**src/delay_info_consts.vh**
```
// constants for the single-trip delay information register bank
// assumes a 32-bit AXI4-Lite register bus and one 100 MHz clock
`ifndef DELAY_INFO_CONSTS_VH
`define DELAY_INFO_CONSTS_VH
`define ADDR_W            8
`define OFF_TARGET        8'h64
`define OFF_TX_LOC        8'h68
`define OFF_RX_LOC        8'h6c
`define OFF_OVERRIDE      8'h70
`define MASK_TARGET       32'h01ff_00ff
`define MASK_LOC          32'h0001_7fff
`define MASK_OVERRIDE     32'h0001_0fff
`define RESET_WORD        32'h0000_0000
`define BIT_ENABLE        16
`define SEQ_HI            14
`define SEQ_LO            8
`define FRAME_HI          7
`define FRAME_LO          0
`define CYC_HI            7
`define CYC_LO            0
`define STEP_HI           24
`define STEP_LO           16
`define USR_HI            11
`define USR_LO            0
`define RESP_OKAY         2'b00
`define RESP_SLVERR       2'b10
`endif

```
**src/masked_word_reg.v**
```verilog
// one software word with a writable-bit mask and byte strobes
// assumes the caller decodes the address into wrHit
`timescale 1ns/100ps
`include "delay_info_consts.vh"
module masked_word_reg #(
	parameter [31:0] MASK = 32'hffff_ffff
) (
	input  wire        clk,
	input  wire        srst,
	input  wire        wrHit,
	input  wire [31:0] wrData,
	input  wire [3:0]  wrStrb,
	output reg  [31:0] word_reg
);
	reg  [31:0] word_next;
	integer i;
	always @* begin
		word_next = word_reg;
		if (wrHit) begin
			for (i = 0; i < 4; i = i + 1) begin
				if (wrStrb[i]) begin
					word_next[i*8 +: 8] = wrData[i*8 +: 8];
				end
			end
		end
		word_next = word_next & MASK;
	end
	always @(posedge clk) begin
		if (srst) begin
			word_reg <= `RESET_WORD;
		end else begin
			word_reg <= word_next;
		end
	end
endmodule // masked_word_reg

```
**src/axil_bus_slave.v**
```verilog
// axi4-lite slave front end: takes one write and one read, answers each once
// assumes a well-behaved master; address/data taken in either order
`timescale 1ns/100ps
`include "delay_info_consts.vh"
module axil_bus_slave (
	input  wire               clk,
	input  wire               srst,
	input  wire [`ADDR_W-1:0] awaddr,
	input  wire               awvalid,
	output reg                awready,
	input  wire [31:0]        wdata,
	input  wire [3:0]         wstrb,
	input  wire               wvalid,
	output reg                wready,
	output reg  [1:0]         bresp,
	output reg                bvalid,
	input  wire               bready,
	input  wire [`ADDR_W-1:0] araddr,
	input  wire               arvalid,
	output reg                arready,
	output reg  [31:0]        rdata,
	output reg  [1:0]         rresp,
	output reg                rvalid,
	input  wire               rready,
	output wire               wrFire,
	output wire [`ADDR_W-1:0] wrAddr,
	output wire [31:0]        wrData,
	output wire [3:0]         wrStrb,
	input  wire               wrOk,
	output wire [`ADDR_W-1:0] rdAddr,
	input  wire [31:0]        rdWord,
	input  wire               rdOk
);
	reg  [`ADDR_W-1:0] awHold_reg;
	reg  [31:0]        wHold_reg;
	reg  [3:0]         sHold_reg;
	reg                awHave_reg;
	reg                wHave_reg;
	wire awTake = awvalid & awready;
	wire wTake  = wvalid & wready;
	assign wrFire = awHave_reg & wHave_reg & ~bvalid;
	assign wrAddr = awHold_reg;
	assign wrData = wHold_reg;
	assign wrStrb = sHold_reg;
	assign rdAddr = araddr;
	always @(posedge clk) begin
		if (srst) begin
			awready    <= 1'b0;
			wready     <= 1'b0;
			arready    <= 1'b0;
			bvalid     <= 1'b0;
			rvalid     <= 1'b0;
			bresp      <= `RESP_OKAY;
			rresp      <= `RESP_OKAY;
			rdata      <= `RESET_WORD;
			awHave_reg <= 1'b0;
			wHave_reg  <= 1'b0;
			awHold_reg <= {`ADDR_W{1'b0}};
			wHold_reg  <= `RESET_WORD;
			sHold_reg  <= 4'h0;
		end else begin
			awready <= ~awHave_reg & ~awTake & ~bvalid;
			wready  <= ~wHave_reg & ~wTake & ~bvalid;
			if (awTake) begin
				awHave_reg <= 1'b1;
				awHold_reg <= awaddr;
			end
			if (wTake) begin
				wHave_reg <= 1'b1;
				wHold_reg <= wdata;
				sHold_reg <= wstrb;
			end
			if (wrFire) begin
				awHave_reg <= 1'b0;
				wHave_reg  <= 1'b0;
				bvalid     <= 1'b1;
				bresp      <= wrOk ? `RESP_OKAY : `RESP_SLVERR;
			end else if (bvalid & bready) begin
				bvalid <= 1'b0;
			end
			arready <= ~arready & ~rvalid & arvalid;
			if (arvalid & arready) begin
				rvalid <= 1'b1;
				rdata  <= rdOk ? rdWord : `RESET_WORD;
				rresp  <= rdOk ? `RESP_OKAY : `RESP_SLVERR;
			end else if (rvalid & rready) begin
				rvalid <= 1'b0;
			end
		end
	end
endmodule // axil_bus_slave

```
**src/single_trip_delay_info_regs.v**
```verilog
// single-trip delay information registers, slave or master variant
// assumes axi4-lite master on clk; link-side framing logic reads the control outputs
//
// The AXI4-Lite register port is this design's own decision.
`timescale 1ns/100ps
`include "delay_info_consts.vh"
module single_trip_delay_info_regs #(
	parameter IS_SLAVE = 1
) (
	input  wire               clk,
	input  wire               srst,
	input  wire [`ADDR_W-1:0] awaddr,
	input  wire               awvalid,
	output wire               awready,
	input  wire [31:0]        wdata,
	input  wire [3:0]         wstrb,
	input  wire               wvalid,
	output wire               wready,
	output wire [1:0]         bresp,
	output wire               bvalid,
	input  wire               bready,
	input  wire [`ADDR_W-1:0] araddr,
	input  wire               arvalid,
	output wire               arready,
	output wire [31:0]        rdata,
	output wire [1:0]         rresp,
	output wire               rvalid,
	input  wire               rready,
	input  wire [11:0]        linkTxDelay,
	input  wire               linkTxDelayValid,
	output reg  [7:0]         targetCycles,
	output reg  [8:0]         targetSteps,
	output reg                insertEnable,
	output reg  [6:0]         insertSeq,
	output reg  [7:0]         insertFrame,
	output reg                extractEnable,
	output reg  [6:0]         extractSeq,
	output reg  [7:0]         extractFrame,
	output reg  [11:0]        txDelayUsed,
	output reg                txDelayUsedValid
);
	wire               wrFire;
	wire [`ADDR_W-1:0] wrAddr;
	wire [31:0]        wrData;
	wire [3:0]         wrStrb;
	wire [`ADDR_W-1:0] rdAddr;
	wire [31:0]        targetWord;
	wire [31:0]        txLocWord;
	wire [31:0]        rxLocWord;
	wire [31:0]        ovrWord;
	reg  [31:0]        rdWord;
	reg                rdOk;
	reg                wrOk;
	wire               slaveSide = (IS_SLAVE != 0);
	// variant presence: absent registers answer slverr and never store
	function hit;
		input [`ADDR_W-1:0] a;
		input [`ADDR_W-1:0] off;
		input               present;
		begin
			hit = present & (a == off);
		end
	endfunction
	always @* begin
		wrOk = 1'b0;
		if (hit(wrAddr, `OFF_TARGET, slaveSide)) begin
			wrOk = 1'b1;
		end else if (hit(wrAddr, `OFF_TX_LOC, ~slaveSide)) begin
			wrOk = 1'b1;
		end else if (hit(wrAddr, `OFF_RX_LOC, slaveSide)) begin
			wrOk = 1'b1;
		end else if (hit(wrAddr, `OFF_OVERRIDE, slaveSide)) begin
			wrOk = 1'b1;
		end
	end
	always @* begin
		rdOk   = 1'b1;
		rdWord = `RESET_WORD;
		if (hit(rdAddr, `OFF_TARGET, slaveSide)) begin
			rdWord = targetWord;
		end else if (hit(rdAddr, `OFF_TX_LOC, ~slaveSide)) begin
			rdWord = txLocWord;
		end else if (hit(rdAddr, `OFF_RX_LOC, slaveSide)) begin
			rdWord = rxLocWord;
		end else if (hit(rdAddr, `OFF_OVERRIDE, slaveSide)) begin
			rdWord = ovrWord;
		end else begin
			rdOk = 1'b0;
		end
	end
	axil_bus_slave u_bus (
		.clk     (clk),
		.srst    (srst),
		.awaddr  (awaddr),
		.awvalid (awvalid),
		.awready (awready),
		.wdata   (wdata),
		.wstrb   (wstrb),
		.wvalid  (wvalid),
		.wready  (wready),
		.bresp   (bresp),
		.bvalid  (bvalid),
		.bready  (bready),
		.araddr  (araddr),
		.arvalid (arvalid),
		.arready (arready),
		.rdata   (rdata),
		.rresp   (rresp),
		.rvalid  (rvalid),
		.rready  (rready),
		.wrFire  (wrFire),
		.wrAddr  (wrAddr),
		.wrData  (wrData),
		.wrStrb  (wrStrb),
		.wrOk    (wrOk),
		.rdAddr  (rdAddr),
		.rdWord  (rdWord),
		.rdOk    (rdOk)
	);
	masked_word_reg #(.MASK(`MASK_TARGET)) u_target (
		.clk      (clk),
		.srst     (srst),
		.wrHit    (wrFire & hit(wrAddr, `OFF_TARGET, slaveSide)),
		.wrData   (wrData),
		.wrStrb   (wrStrb),
		.word_reg (targetWord)
	);
	masked_word_reg #(.MASK(`MASK_LOC)) u_txloc (
		.clk      (clk),
		.srst     (srst),
		.wrHit    (wrFire & hit(wrAddr, `OFF_TX_LOC, ~slaveSide)),
		.wrData   (wrData),
		.wrStrb   (wrStrb),
		.word_reg (txLocWord)
	);
	masked_word_reg #(.MASK(`MASK_LOC)) u_rxloc (
		.clk      (clk),
		.srst     (srst),
		.wrHit    (wrFire & hit(wrAddr, `OFF_RX_LOC, slaveSide)),
		.wrData   (wrData),
		.wrStrb   (wrStrb),
		.word_reg (rxLocWord)
	);
	masked_word_reg #(.MASK(`MASK_OVERRIDE)) u_override (
		.clk      (clk),
		.srst     (srst),
		.wrHit    (wrFire & hit(wrAddr, `OFF_OVERRIDE, slaveSide)),
		.wrData   (wrData),
		.wrStrb   (wrStrb),
		.word_reg (ovrWord)
	);
	wire ovrEn = ovrWord[`BIT_ENABLE];
	// control outputs registered once more so every top output is a flop
	always @(posedge clk) begin
		if (srst) begin
			targetCycles     <= 8'h00;
			targetSteps      <= 9'h000;
			insertEnable     <= 1'b0;
			insertSeq        <= 7'h00;
			insertFrame      <= 8'h00;
			extractEnable    <= 1'b0;
			extractSeq       <= 7'h00;
			extractFrame     <= 8'h00;
			txDelayUsed      <= 12'h000;
			txDelayUsedValid <= 1'b0;
		end else begin
			targetCycles  <= targetWord[`CYC_HI:`CYC_LO];
			targetSteps   <= targetWord[`STEP_HI:`STEP_LO];
			insertEnable  <= txLocWord[`BIT_ENABLE];
			insertSeq     <= txLocWord[`SEQ_HI:`SEQ_LO];
			insertFrame   <= txLocWord[`FRAME_HI:`FRAME_LO];
			// override wins; extraction is gated off while it is set
			extractEnable <= rxLocWord[`BIT_ENABLE] & ~ovrEn;
			extractSeq    <= rxLocWord[`SEQ_HI:`SEQ_LO];
			extractFrame  <= rxLocWord[`FRAME_HI:`FRAME_LO];
			if (ovrEn) begin
				txDelayUsed      <= ovrWord[`USR_HI:`USR_LO];
				txDelayUsedValid <= 1'b1;
			end else if (rxLocWord[`BIT_ENABLE] & linkTxDelayValid) begin
				txDelayUsed      <= linkTxDelay;
				txDelayUsedValid <= 1'b1;
			end else if (~rxLocWord[`BIT_ENABLE]) begin
				txDelayUsedValid <= 1'b0;
			end
		end
	end
endmodule // single_trip_delay_info_regs

```
**config.mk**
```make
export PLATFORM = sky130hd
export DESIGN_NAME = single_trip_delay_info_regs
export DESIGN_NICKNAME = d
export VERILOG_FILES = /design/src/masked_word_reg.v /design/src/axil_bus_slave.v /design/src/single_trip_delay_info_regs.v
export VERILOG_INCLUDE_DIRS = /design/src
export SDC_FILE = /design/constraint.sdc
export NUM_CORES = 1
export LEC_CHECK = 0
export BUFFER_PORTS_ARGS = -buffer_cell sky130_fd_sc_hd__buf_2
export CAP_MARGIN = 40
export CORE_ASPECT_RATIO = 1.75
export CORE_MARGIN = 4
export CORE_UTILIZATION = 40
export CTS_CLUSTER_SIZE = 40
export DETAILED_ROUTE_END_ITERATION = 7
export GPL_TIMING_DRIVEN = 0
export HOLD_SLACK_MARGIN = 0.02
export PLACE_DENSITY = 0.69
export SYNTH_ARGS = -nofsm -noshare
export SYNTH_HDL_FRONTEND = slang
export SYNTH_SLANG_ARGS = --single-unit
```
**constraint.sdc**
```tcl
create_clock -name clk -period 4.2 [get_ports clk]
set_input_delay 0.42 -clock clk [delete_from_list [all_inputs] [get_ports clk]]
set_output_delay 0.42 -clock clk [all_outputs]
set_load 0.01 [all_outputs]
```
Yosys cells after proc, flatten, opt, wreduce, memory -nomap -nowiden:

Cells that the tools add are included.

* register bits: 172
* bits in latches: 0
* bits in writable memories: 0
* ROM bits: 0
* input port bits: 72
* output and inout bits: 103
* word-level logic and storage cells: 96
* memories: 0

* $add $sub $neg: 0
* multiply operators: 0
* divide/modulo/power cells: 0
* $lt $le $gt $ge: 0
* equality and inequality tests: 7
* shift-type cells: 0
* muxes and demuxes: 21
* bitwise operators: 26
* reduce and logical (&&, ||, !) cells: 13

Operator list (number)
* $mux W32: 2
* $eq A8 B7 Y1 const B: 6
* $mux W17: 2
* $mux W12: 2
* $and A1 B1 Y1: 18
* $reduce_and A2 Y1: 9
* $mux W1: 13
* $not A1 Y1: 8
* $reduce_bool A2 Y1: 3
* $mux W2: 2
* $ne A3 B2 Y1 const B: 1
* $reduce_or A2 Y1: 1

Logic depth before layout (Yosys ltp):

Gate-level depths: netlist of the first run.

* depth after elaboration: 5
* gate-level depth with buffers: 5
* mapped depth without buffers: 4

Hierarchy:

Synthesis of the first run repeated with hierarchy kept, for this count alone.

* cell total of the unflattened synthesis: 1029
* area, all modules: 9659.3 um^2

Modules (own cells, without submodules)
* axil_bus_slave: times used 1, cells each 377, area an instance 3423.3 um^2, sequential area each 1701.6 um^2
* single_trip_delay_info_regs: times used 1, cells each 301, area an instance 2887.8 um^2, sequential area each 1241.2 um^2
* masked_word_reg (u_rxloc ...): times used 2, cells each 89, area an instance 848.3 um^2, sequential area each 320.3 um^2
* masked_word_reg (u_target): times used 1, cells each 94, area an instance 913.4 um^2, sequential area each 340.3 um^2
* masked_word_reg (u_override): times used 1, cells each 79, area an instance 738.2 um^2, sequential area each 260.2 um^2

Worst setup path after synthesis of the first run:

Ideal clock, no wire load.

* path kind: reg-to-reg
* from: reg u_bus.bvalid
* to: reg u_rxloc.word_reg[12]
* setup time: 0.121 ns
* arrival: 1.575 ns
* required time: 4.079 ns
* path slack: 2.504 ns
* stages on the path, launching flop included: 6
* path buffers: 1
* clock period less this slack: 1.696 ns
* cell sequence: dfxtp_1 -> nand3b_4 -> nor4_4 -> and3_1 -> buf_4 -> mux2_2

* word-level cells in the longest chain between the ends: 4

Ends and longest elaborated chain
* start: declaration: RTL line axil_bus_slave.v:16 `output reg bvalid,`
* start signal: assignment: RTL line axil_bus_slave.v:51 `bvalid <= 1'b0;`
* start signal: assignment: RTL line axil_bus_slave.v:76 `bvalid <= 1'b1;`
* start signal: assignment: RTL line axil_bus_slave.v:79 `bvalid <= 1'b0;`
* $not A1 Y1: RTL line axil_bus_slave.v:41 `assign wrFire = awHave_reg & wHave_reg & ~bvalid;`
* $and A1 B1 Y1: RTL line axil_bus_slave.v:41
* $and A1 B1 Y1: RTL line single_trip_delay_info_regs.v:139 `` .wrHit (wrFire & hit(wrAddr, `OFF_RX_LOC, slaveSide)), ``
* $reduce_and A2 Y1 (no line)
* end signal: assignment: RTL line masked_word_reg.v:30 `` word_reg <= `RESET_WORD; ``
* end signal: assignment: RTL line masked_word_reg.v:32 `word_reg <= word_next;`
* end: declaration: RTL line masked_word_reg.v:13 `output reg [31:0] word_reg`

Every way passes these cells.
A chain may end at the register's enable or synchronous reset.

Worst setup path in the final report of the first run:

* from: reg u_bus.awHold_reg[3], in the netlist u_bus.wrAddr[3]
* to: reg u_override.word_reg[7]

* word-level cells in the longest chain between the ends: 3

Ends and longest elaborated chain
* start: declaration: RTL line axil_bus_slave.v:34 `` reg [`ADDR_W-1:0] awHold_reg; ``
* start signal: assignment: RTL line axil_bus_slave.v:58 `` awHold_reg <= {`ADDR_W{1'b0}}; ``
* start signal: assignment: RTL line axil_bus_slave.v:66 `awHold_reg <= awaddr;`
* $eq A8 B7 Y1: RTL line single_trip_delay_info_regs.v:61 `hit = present & (a == off);`
* $and A1 B1 Y1: RTL line single_trip_delay_info_regs.v:147 `` .wrHit (wrFire & hit(wrAddr, `OFF_OVERRIDE, slaveSide)), ``
* $reduce_and A2 Y1 (no line)
* end signal: assignment: RTL line masked_word_reg.v:30
* end signal: assignment: RTL line masked_word_reg.v:32
* end: declaration: RTL line masked_word_reg.v:13

Every way passes these cells.

==> run_results.csv, run 1 <==
group,metric,value,unit
placed_design,place_congestion,0.873,
grt,grt_pass1_wl,26400,um
critical_path,cp_cell_sequence,"or3b_2 > nor4_1 > and2_1 > buf_4 > mux2i_1",
cts,cts_resized,0,
route,initialDrtViolationCount,175,
placed_design,placedCellCount,994,
placed_design,portBuffers,139,
synthesis,postSynth.asyncResetShare,0,%
critical_path,slowest_delay,490,ps
sta,drv_slew,0,
critical_path,cp-start-kind,"flop",
die,rows,60,
sta,finClkSkew,10.7,ps
sta,worst_pin_slew,756,ps
cells_and_area,seq_area,3220,um^2
synthesis,synth_commonest_cells,"161 x dfxtp_1, 96 x nand2_1, 53 x a21oi_1",
job,cap_viol_max_count,0,
sta,fin_crit,2000,ps
grt,grt-ovfl-total,0,
sta,fin_tns_setup,0,ps
cells_and_area,nNetsFinal,899,
cells_and_area,multiInputGateArea,2630,um^2
synthesis,syn_area_per_cell,9.65,um^2
critical_path,slowest_stage,"or3b_2",
cells_and_area,synthToLayoutAreaGrowth,25.7,%
die,chipHeight,173,um
synthesis,syn_inst,644,
cts,cts_tree,"done",
placed_design,place_hpwl,13300,um
grt,grt_pass1_vias,5129,
die,io-pin-count,175,
sta,hold_viol,0,
route,dr.pass1.iters,5,
synthesis,synthMostInstantiatedCell,"dfxtp_1",
route,via_per_inst,4.92,
grt,grt_usage,19.9,%
cells_and_area,final_core_util,51.0,%
grt,grt_max_degree,17,
critical_path,arrival,2350,ps
route,wl_per_cell,16.9,um
critical_path,end_kind,"flop",
die,die_area,17700,um^2
cells_and_area,num-fill-cells,1526,
synthesis,synthFlopType,"dfxtp_1",
synthesis,synth_top_cell_area_share,51.9,%
sta,period_share,47.7,%
die,die_w,102,um
hold_path,min-delay-path-class,"in2reg",
outcome,status,"completed",
power_and_ir_drop,p_total,3.24,mW
die,start_util,40.6,%
cells_and_area,drive_gt1_share,26.8,%
critical_path,cp.required,4550,ps
cts,clock-sinks,161,
grt,grt_antenna_before_repair,1,
cts,hold_buffers,0,
route,final_antenna_net_count,0,
die,fp.coreArea,15300,um^2
sta,rsz0062_at_grt,"false",
sta,fmax,499,MHz
cts,cts.htree.levels,4,
synthesis,yosysSeqAreaShare,51.9,%
synthesis,netlist_area,6210,um^2
critical_path,worstSetupPathType,"reg2reg",
cts,clk_latency,430,ps
route,routed_wl,17300,um
sta,relSlewSlack,49.6,%
synthesis,synth_edf_count,0,
power_and_ir_drop,power_leakage,3.46,nW
route,num_vias,5052,
power_and_ir_drop,peakVddDrop,0.000247,V
cts,post-cts-setup-buffers,0,
cts,cts.path.max_buffers,2,
cts,numCtsBuffers,17,
synthesis,synth_top_area_cell,"dfxtp_1",
synthesis,yosysUniqueCellTypes,42,
sta,finalSetupViolations,0,
power_and_ir_drop,power_density,415,nW/um^2
cells_and_area,finalNonFillerCells,1027,
sta,holdWs,231,ps
critical_path,path_max_fanout,8,
synthesis,synthTopCellsByArea,"dfxtp_1 52%, mux2i_1 7.6%, nand2_1 5.8%, nand2b_1 5.2%, a21oi_1 4.3%",
route,drc,0,
cts,path_clk_slew,70,ps
cts,clk_root_buffer_cell,"clkbuf_16",
synthesis,ys_ff_latch,161,
synthesis,yosysWarnings,0,
==> worst paths after layout <==
kind,start,to,slack (ps),cells past startpoint
setup / recovery,u_bus.wrAddr[3]$_SDFFE_PP0P_,u_override.word_reg[7]$_SDFFE_PP0P_,2200,5
hold / removal,awaddr[2],u_bus.wrAddr[2]$_SDFFE_PP0P_,230,3
setup reg to reg,u_bus.wrAddr[3]$_SDFFE_PP0P_,u_override.word_reg[7]$_SDFFE_PP0P_,2200,5
hold reg to reg,u_bus.rdata[22]$_SDFFE_PP0P_,u_bus.rdata[22]$_SDFFE_PP0P_,450,2
==> report_power, final <==
group          switching, mW  internal [mW]  leakage, nW
logic                  0.107         0.0753         1.89
registers             0.0156           1.55         1.30
clock network          0.655          0.840        0.278
total                  0.778           2.46         3.46
==> per-layer routing <==
| metal | wire length, um | GRT usage [%] | vias to the layer above |
|---|---|---|---|
| met5 | 0 | 0 | - |
| met4 | 583 | 9.96 | 0 |
| met3 | 730 | 3.59 | 32 |
| met2 | 9920 | 38.0 | 146 |
| met1 | 6100 | 19.6 | 2360 |
| li1 | - | - | 2514 |
==> metrics by stage <==
stage                     worst slack [ps]  cell area [um^2]
after floorplan                       2500              6310
after global placement                2070              7230
after detailed placement              2050              7230
after CTS                             2210              7800
after global routing                  2140              7810
final                                 2200              7810
==> final cells by class <==
class,instances,share of cell area (%)
Inverter,24,1.15
Buffer,66,4.70
Clock buffer,18,5.63
Sequential cell,161,41.3
Timing Repair Buffer,139,8.91
Multi-Input combinational cell,418,33.6
Antenna cell,1,0.0321
Tap cell,186,2.98
Clock inverter,14,1.67
==> logic make-up (layout without fill, tap and decap cells) <==
kind of cell / Yosys count / after routing / share of synthesized area, %
buf+inv: 90 / 261 / 7.35
mux: 58 / 58 / 9.57
simple gates: 229 / 229 / 19.7
compound gates: 105 / 105 / 11.4
flops: 161 / 161 / 51.9
other cells: 1 / 27 / 0.0604
==> critical path, delay by kind of cell, from the launching register on <==
| family | cells | cell delay (ps) |
|---|---|---|
| buffers and inverters | 1 | 200 |
| flip-flops | 1 | 380 |
| multiplexers | 1 | 210 |
| AND/OR/NAND/NOR | 3 | 1150 |
==> placed cells by master, fill, tap and decap left out, types with 5 or more instances in the layout <==
| master | count |
|---|---|
| conb_1 | 26 |
| inv_1 | 24 |
| nand2b_1 | 52 |
| a32o_1 | 9 |
| a22o_1 | 8 |
| inv_6 | 5 |
| mux2_2 | 11 |
| a222oi_1 | 9 |
| nor2_1 | 19 |
| nand2_1 | 96 |
| nand3_1 | 12 |
| dfxtp_1 | 161 |
| clkbuf_16 | 17 |
| nor2b_1 | 22 |
| a211oi_1 | 22 |
| buf_4 | 28 |
| mux2i_1 | 47 |
| and2_1 | 5 |
| buf_2 | 143 |
| a21oi_1 | 53 |
| clkbuf_1 | 29 |
Note: power is estimated with default switching activity, not from simulation.
==> run 2: changes to the inputs <==
--- a/config.mk
+++ b/config.mk
@@ -15,7 +15,7 @@
 export DETAILED_ROUTE_END_ITERATION = 7
 export GPL_TIMING_DRIVEN = 0
 export HOLD_SLACK_MARGIN = 0.02
-export PLACE_DENSITY = 0.69
+export PLACE_DENSITY = 0.71
 export SYNTH_ARGS = -nofsm -noshare
 export SYNTH_HDL_FRONTEND = slang
 export SYNTH_SLANG_ARGS = --single-unit
==> constraint.sdc (replaced) <==
create_clock -name clk -period 1.65 [get_ports clk]
set_input_delay 0.165 -clock clk [delete_from_list [all_inputs] [get_ports clk]]
set_output_delay 0.165 -clock clk [all_outputs]
set_load 0.01 [all_outputs]
==> run 2 against run 1 <==
Design area is 7.3% higher. Register-to-register slack worse by 2200 ps. Clock skew is 4.0 ps lower. Global-route usage is 0.30 points higher. Cell count is 4.1% higher. Critical path type unchanged. Critical endpoint is now u_target.word_reg[23]$_SDFFE_PP0P_.
==> run_results.csv, run 2 (synthesis gave the netlist of run 1 again) <==
group,metric,value,unit
outcome,status,"completed",
route,wl_per_cell,16.6,um
sta,fin_crit,1630,ps
power_and_ir_drop,comb_power_share,6.5,%
cells_and_area,finalNonFillerCells,1069,
sta,relSlewSlack,47.3,%
sta,rsz0062_at_grt,"true",
cells_and_area,num-fill-cells,1412,
power_and_ir_drop,internal-power,6.54,mW
power_and_ir_drop,power_density,1020,nW/um^2
die,chipHeight,173,um
power_and_ir_drop,clock_power_share,46.9,%
cts,cts.htree.levels,4,
hold_path,holdPathEnd,"u_bus.arready$_SDFF_PP0_",
cells_and_area,final_cell_mix,"157 x dfxtp_1, 143 x buf_2, 96 x nand2_1, 52 x a21oi_1, 51 x nand2b_1",
placed_design,place_congestion,0.850,
critical_path,r2r-start,"u_bus.bvalid$_SDFFE_PP0P_",
power_and_ir_drop,p_total,8.54,mW
hold_path,min-delay-path-class,"in2reg",
critical_path,cp.required,1970,ps
die,die_w,102,um
cts,cts_tree,"done",
cells_and_area,antennaDiodeCount,0,
route,dr.pass1.iters,5,
critical_path,path_max_fanout,8,
job,cap_viol_max_count,0,
placed_design,placedCellCount,994,
cts,numCtsBuffers,17,
cells_and_area,nNetsFinal,942,
critical_path,critPathLaunch,"u_bus.bvalid$_SDFFE_PP0P_",
sta,drv_slew,0,
sta,hold_viol,0,
route,routed_wl,17700,um
die,fp.coreArea,15300,um^2
sta,fmax,613,MHz
sta,finClkSkew,6.68,ps
route,initialDrtViolationCount,261,
die,rows,60,
cells_and_area,drive_gt1_share,28.4,%
power_and_ir_drop,power_leakage,3.74,nW
critical_path,ff2ff_setup_slack,20,ps
grt,grt_max_degree,17,
cts,clk_root_buffer_cell,"clkbuf_16",
sta,finalSetupViolations,0,
die,io-pin-count,175,
grt,grt-ovfl-total,0,
critical_path,slowest_stage,"dfxtp_4",
critical_path,critPathBufInv,1,
hold_path,holdPathStages,2,
sta,period_share,98.9,%
route,final_antenna_net_count,0,
critical_path,r2r_end,"u_target.word_reg[23]$_SDFFE_PP0P_",
hold_path,hold_start,"arvalid",
power_and_ir_drop,pwr-share-seq,46.6,%
power_and_ir_drop,switching_power,2.01,mW
sta,holdWs,28.8,ps
critical_path,crit_path_frequent_cell,"nand3b_4",
grt,grt_pass1_vias,5167,
cells_and_area,design_area,8370,um^2
grt,grt_antenna_before_repair,0,
critical_path,cp-start-kind,"flop",
placed_design,place_hpwl,13000,um
cts,clk_latency,420,ps
placed_design,portBuffers,139,
route,via_per_inst,4.91,
cts,clock-sinks,161,
die,start_util,40.6,%
power_and_ir_drop,peakVddDrop,0.000599,V
critical_path,crit_family,"simple AND/OR/NAND/NOR gates",
route,drc,0,
critical_path,arrival,1950,ps
critical_path,slowest_delay,350,ps
cells_and_area,final_common_cell,"dfxtp_1",
die,die_area,17700,um^2
power_and_ir_drop,switching_share,23.5,%
cells_and_area,synthToLayoutAreaGrowth,34.8,%
critical_path,rr_worst_depth,5,
grt,grt_usage,20.2,%
route,num_vias,5254,
placed_design,placed_area,7250,um^2
grt,grt_pass1_wl,27200,um
cts,cts.path.max_buffers,2,
cells_and_area,final_core_util,54.7,%
critical_path,worstSetupPathType,"reg2reg",
cts,path_clk_slew,60,ps
critical_path,end_kind,"flop",
critical_path,cp_cell_sequence,"nand3b_4 > nor4_4 > buf_4 > nand3b_4 > mux2_4",
sta,worst_pin_slew,790,ps
[run 2: changes by cell type in the layout (fill, tap and decap cells not counted), moves of 4 or more]
cell	delta
buf_4	+6
buf_6	+4
clkbuf_1	-8
clkbuf_2	+4
dfxtp_1	-4
dlygate4sd3_1	+36
[run 2: worst max-delay path by stage]
stage / to / slack (ps) / cells after the start
after floorplan: u_rxloc.word_reg[12]$_SDFFE_PP0P_ / 20 / 5
after global placement: u_override.word_reg[11]$_SDFFE_PP0P_ / -320 / 5
after detailed placement: u_bus.wrData[11]$_SDFFE_PP0P_ / -330 / 4
after CTS: u_override.word_reg[4]$_SDFFE_PP0P_ / -50 / 5
after global routing: u_target.word_reg[23]$_SDFFE_PP0P_ / -70 / 5
final: u_target.word_reg[23]$_SDFFE_PP0P_ / 20 / 5
[run 2: final cells by class]
cell class	instances	area (um^2)	area share (%)
multi-input cells	418	2700	32.2
inverters	24	90.1	1.08
clock buffers	19	453	5.41
plain buffers	63	378	4.51
repair buffers	185	1140	13.6
clock inverters	13	151	1.81
flip-flops and latches	161	3230	38.6
well taps	186	233	2.78
[run 2: stage by stage]
stage	setup WS [ps]	TNS, ps
6_report	18.4	0
5_1_grt	-68.5	-440
4_1_cts	-51.1	-386
3_5_place_dp	-333	-21970
3_3_place_gp	-317	-20070
2_1_floorplan	20.9	0
[run 2: power by group through the flow]
| stage | registers, mW | clock network (mW) | logic (mW) |
|---|---|---|---|
| final | 3.98 | 4.00 | 0.559 |
| after global routing | 3.98 | 4.22 | 0.614 |
| after CTS | 3.98 | 4.05 | 0.546 |
| after detailed placement | 4.07 | 0 | 0.476 |
| after global placement | 4.07 | 0 | 0.474 |
| after floorplan | 4.07 | 0 | 0.285 |
[run 2: timing repair]
| action | 4_1_cts | 5_1_grt |
|---|---|---|
| endpoints found under the hold margin | 36 | 0 |
| resized for setup | 18 | 14 |
| endpoints found under the setup margin | 67 | 39 |
| pin swaps | 4 | 3 |
| hold buffers | 36 | 0 |
| setup buffers | 3 | 7 |
[run 2: worst reg2reg max path: cells and delay by family, from the launching register on]
kind	cells	cell delay, ps
DFF	1	350
muxes	1	340
buffers and inverters	1	200
and+or+nand+nor	3	640
[run 2: routing by layer]
metal  part of all wire [%]  up-vias  wire (um)  GRT usage, %
met3                    5.7       44       1010          4.76
met1                     37     2445       6560          21.4
li1                       -     2590          -             -
met5                      0        -          0             0
met4                    4.2        0        753          9.96
met2                     53      175       9410          36.3
==> run 3: changes to the inputs <==
--- a/config.mk
+++ b/config.mk
@@ -14,8 +14,8 @@
 export CTS_CLUSTER_SIZE = 40
 export DETAILED_ROUTE_END_ITERATION = 7
 export GPL_TIMING_DRIVEN = 0
-export HOLD_SLACK_MARGIN = 0.02
 export PLACE_DENSITY = 0.71
+export RECOVER_POWER = 100
 export SYNTH_ARGS = -nofsm -noshare
 export SYNTH_HDL_FRONTEND = slang
 export SYNTH_SLANG_ARGS = --single-unit
==> run 3 against run 2 <==
Design area down 1.7%. Clock-buffer cell count unchanged. Register-to-register slack about the same. Critical path depth unchanged. Wire length down 0.15%. Clock power about the same. Sequential power about the same. Core utilization down 0.92 points. Hold slack worse by 18 ps. Non-clock buffer count down 3. Critical path type unchanged. Largest power group unchanged.
==> run_results.csv, run 3 (synthesis gave the netlist of run 1 again) <==
group,metric,value,unit
cells_and_area,synthToLayoutAreaGrowth,32.5,%
power_and_ir_drop,p_total,8.53,mW
cts,cts.path.max_buffers,2,
critical_path,end_kind,"flop",
cells_and_area,final_cell_mix,"157 x dfxtp_1, 99 x clkbuf_1, 96 x nand2_1, 64 x buf_2, 52 x a21oi_1",
sta,finClkSkew,5.57,ps
die,start_util,40.6,%
grt,grt_usage,20.2,%
route,dr.pass1.iters,6,
cts,numCtsBuffers,17,
sta,period_share,98.2,%
sta,worst_pin_slew,817,ps
grt,grt_pass1_wl,27200,um
placed_design,placed_area,7250,um^2
placed_design,place_hpwl,13000,um
route,drc,0,
critical_path,path_max_fanout,8,
cells_and_area,finalNonFillerCells,1066,
cts,cts.htree.levels,4,
sta,rsz0062_at_grt,"true",
cells_and_area,final_core_util,53.8,%
grt,grt_antenna_before_repair,0,
die,chipHeight,173,um
route,via_per_inst,4.89,
critical_path,ff2ff_setup_slack,30,ps
sta,fin_tns_setup,0,ps
grt,grt-ovfl-total,0,
grt,grt_max_degree,17,
sta,drv_slew,0,
sta,fmax,617,MHz
die,fp.coreArea,15300,um^2
route,final_antenna_net_count,0,
grt,grt_pass1_vias,5164,
outcome,status,"completed",
cts,clk_latency,420,ps
cells_and_area,design_area,8230,um^2
route,routed_wl,17700,um
job,cap_viol_max_count,0,
hold_path,min-delay-path-class,"in2reg",
power_and_ir_drop,power_leakage,3.38,nW
die,io-pin-count,175,
cells_and_area,seq_area,3230,um^2
sta,finalSetupViolations,0,
power_and_ir_drop,power_density,1040,nW/um^2
route,wl_per_cell,16.6,um
die,rows,60,
cts,path_clk_slew,60,ps
sta,fin_crit,1620,ps
cells_and_area,antennaDiodeCount,0,
placed_design,place_congestion,0.850,
sta,relSlewSlack,45.5,%
cts,clock-sinks,161,
sta,hold_viol,0,
die,die_w,102,um
route,initialDrtViolationCount,231,
cts,clk_root_buffer_cell,"clkbuf_16",
power_and_ir_drop,peakVddDrop,0.000606,V
cells_and_area,drive_gt1_share,19.5,%
placed_design,placedCellCount,994,
placed_design,portBuffers,139,
cells_and_area,multiInputGateArea,2690,um^2
critical_path,worstSetupPathType,"reg2reg",
route,num_vias,5217,
cells_and_area,num-fill-cells,1438,
cts,cts_tree,"done",
cells_and_area,nNetsFinal,939,
critical_path,cp.required,1970,ps
critical_path,arrival,1940,ps
critical_path,cp-start-kind,"flop",
die,die_area,17700,um^2
cells_and_area,final_common_cell,"dfxtp_1",
run 3: cell types whose count changed in the layout (fill, tap and decap cells not counted), moves of 2 or more:
cell / change
buf_2: -79
clkbuf_1: +78
clkbuf_2: +2
dlygate4sd3_1: -3
run 3: worst max-delay path: stages, from the launching register on:
cell	delay, ps
dfxtp_4	350
nand3b_4	170
nor4_4	300
buf_4	200
nand3b_4	160
mux2_4	330
run 3: what timing repair did:
action / in CTS / in global routing
resized for setup: 18 / 14
pin swaps: 4 / 3
setup endpoints to repair: 67 / 39
hold buffers: 33 / 0
setup buffers: 3 / 7
hold endpoints to repair: 33 / 0
run 3: area by class of cell:
cell class | count | area share (%)
sequential | 161 | 39.3
tap | 186 | 2.83
clock buffer | 19 | 5.50
timing repair buffer | 182 | 12.3
clock inverter | 13 | 1.84
multi-input combinational | 418 | 32.6
buffer | 63 | 4.54
inverter | 24 | 1.09
run 3: layer usage:
| metal | vias to the layer above | wire length (um) | part of all wire (%) | GRT usage [%] |
|---|---|---|---|---|
| met5 | - | 0 | 0 | 0 |
| met4 | 0 | 787 | 4.4 | 10.3 |
| met3 | 51 | 1070 | 6.0 | 4.76 |
| met2 | 187 | 9340 | 53 | 36.1 |
| met1 | 2396 | 6500 | 37 | 21.3 |
| li1 | 2583 | - | - | - |
run 3: final timing paths:
path,from,endpoint,cells past startpoint
max,u_bus.bvalid$_SDFFE_PP0P_,u_target.word_reg[23]$_SDFFE_PP0P_,5
min,rready,u_bus.rvalid$_SDFFE_PP0P_,3
max reg2reg,u_bus.bvalid$_SDFFE_PP0P_,u_target.word_reg[23]$_SDFFE_PP0P_,5
min reg2reg,u_bus.rvalid$_SDFFE_PP0P_,u_bus.arready$_SDFF_PP0_,1
run 3: stage by stage:
stage	hold slack, ps	setup slack (ps)
floorplan	301	20.9
global placement	409	-317
detailed placement	411	-333
CTS	9.27	-51.1
global route	5.47	-68.5
finish	10.8	29.6
run 3: report_power, final:
| part | internal [mW] | switching (mW) | leakage, nW |
|---|---|---|---|
| logic | 0.250 | 0.301 | 1.79 |
| clock network | 2.34 | 1.67 | 0.288 |
| registers | 3.94 | 0.0383 | 1.30 |
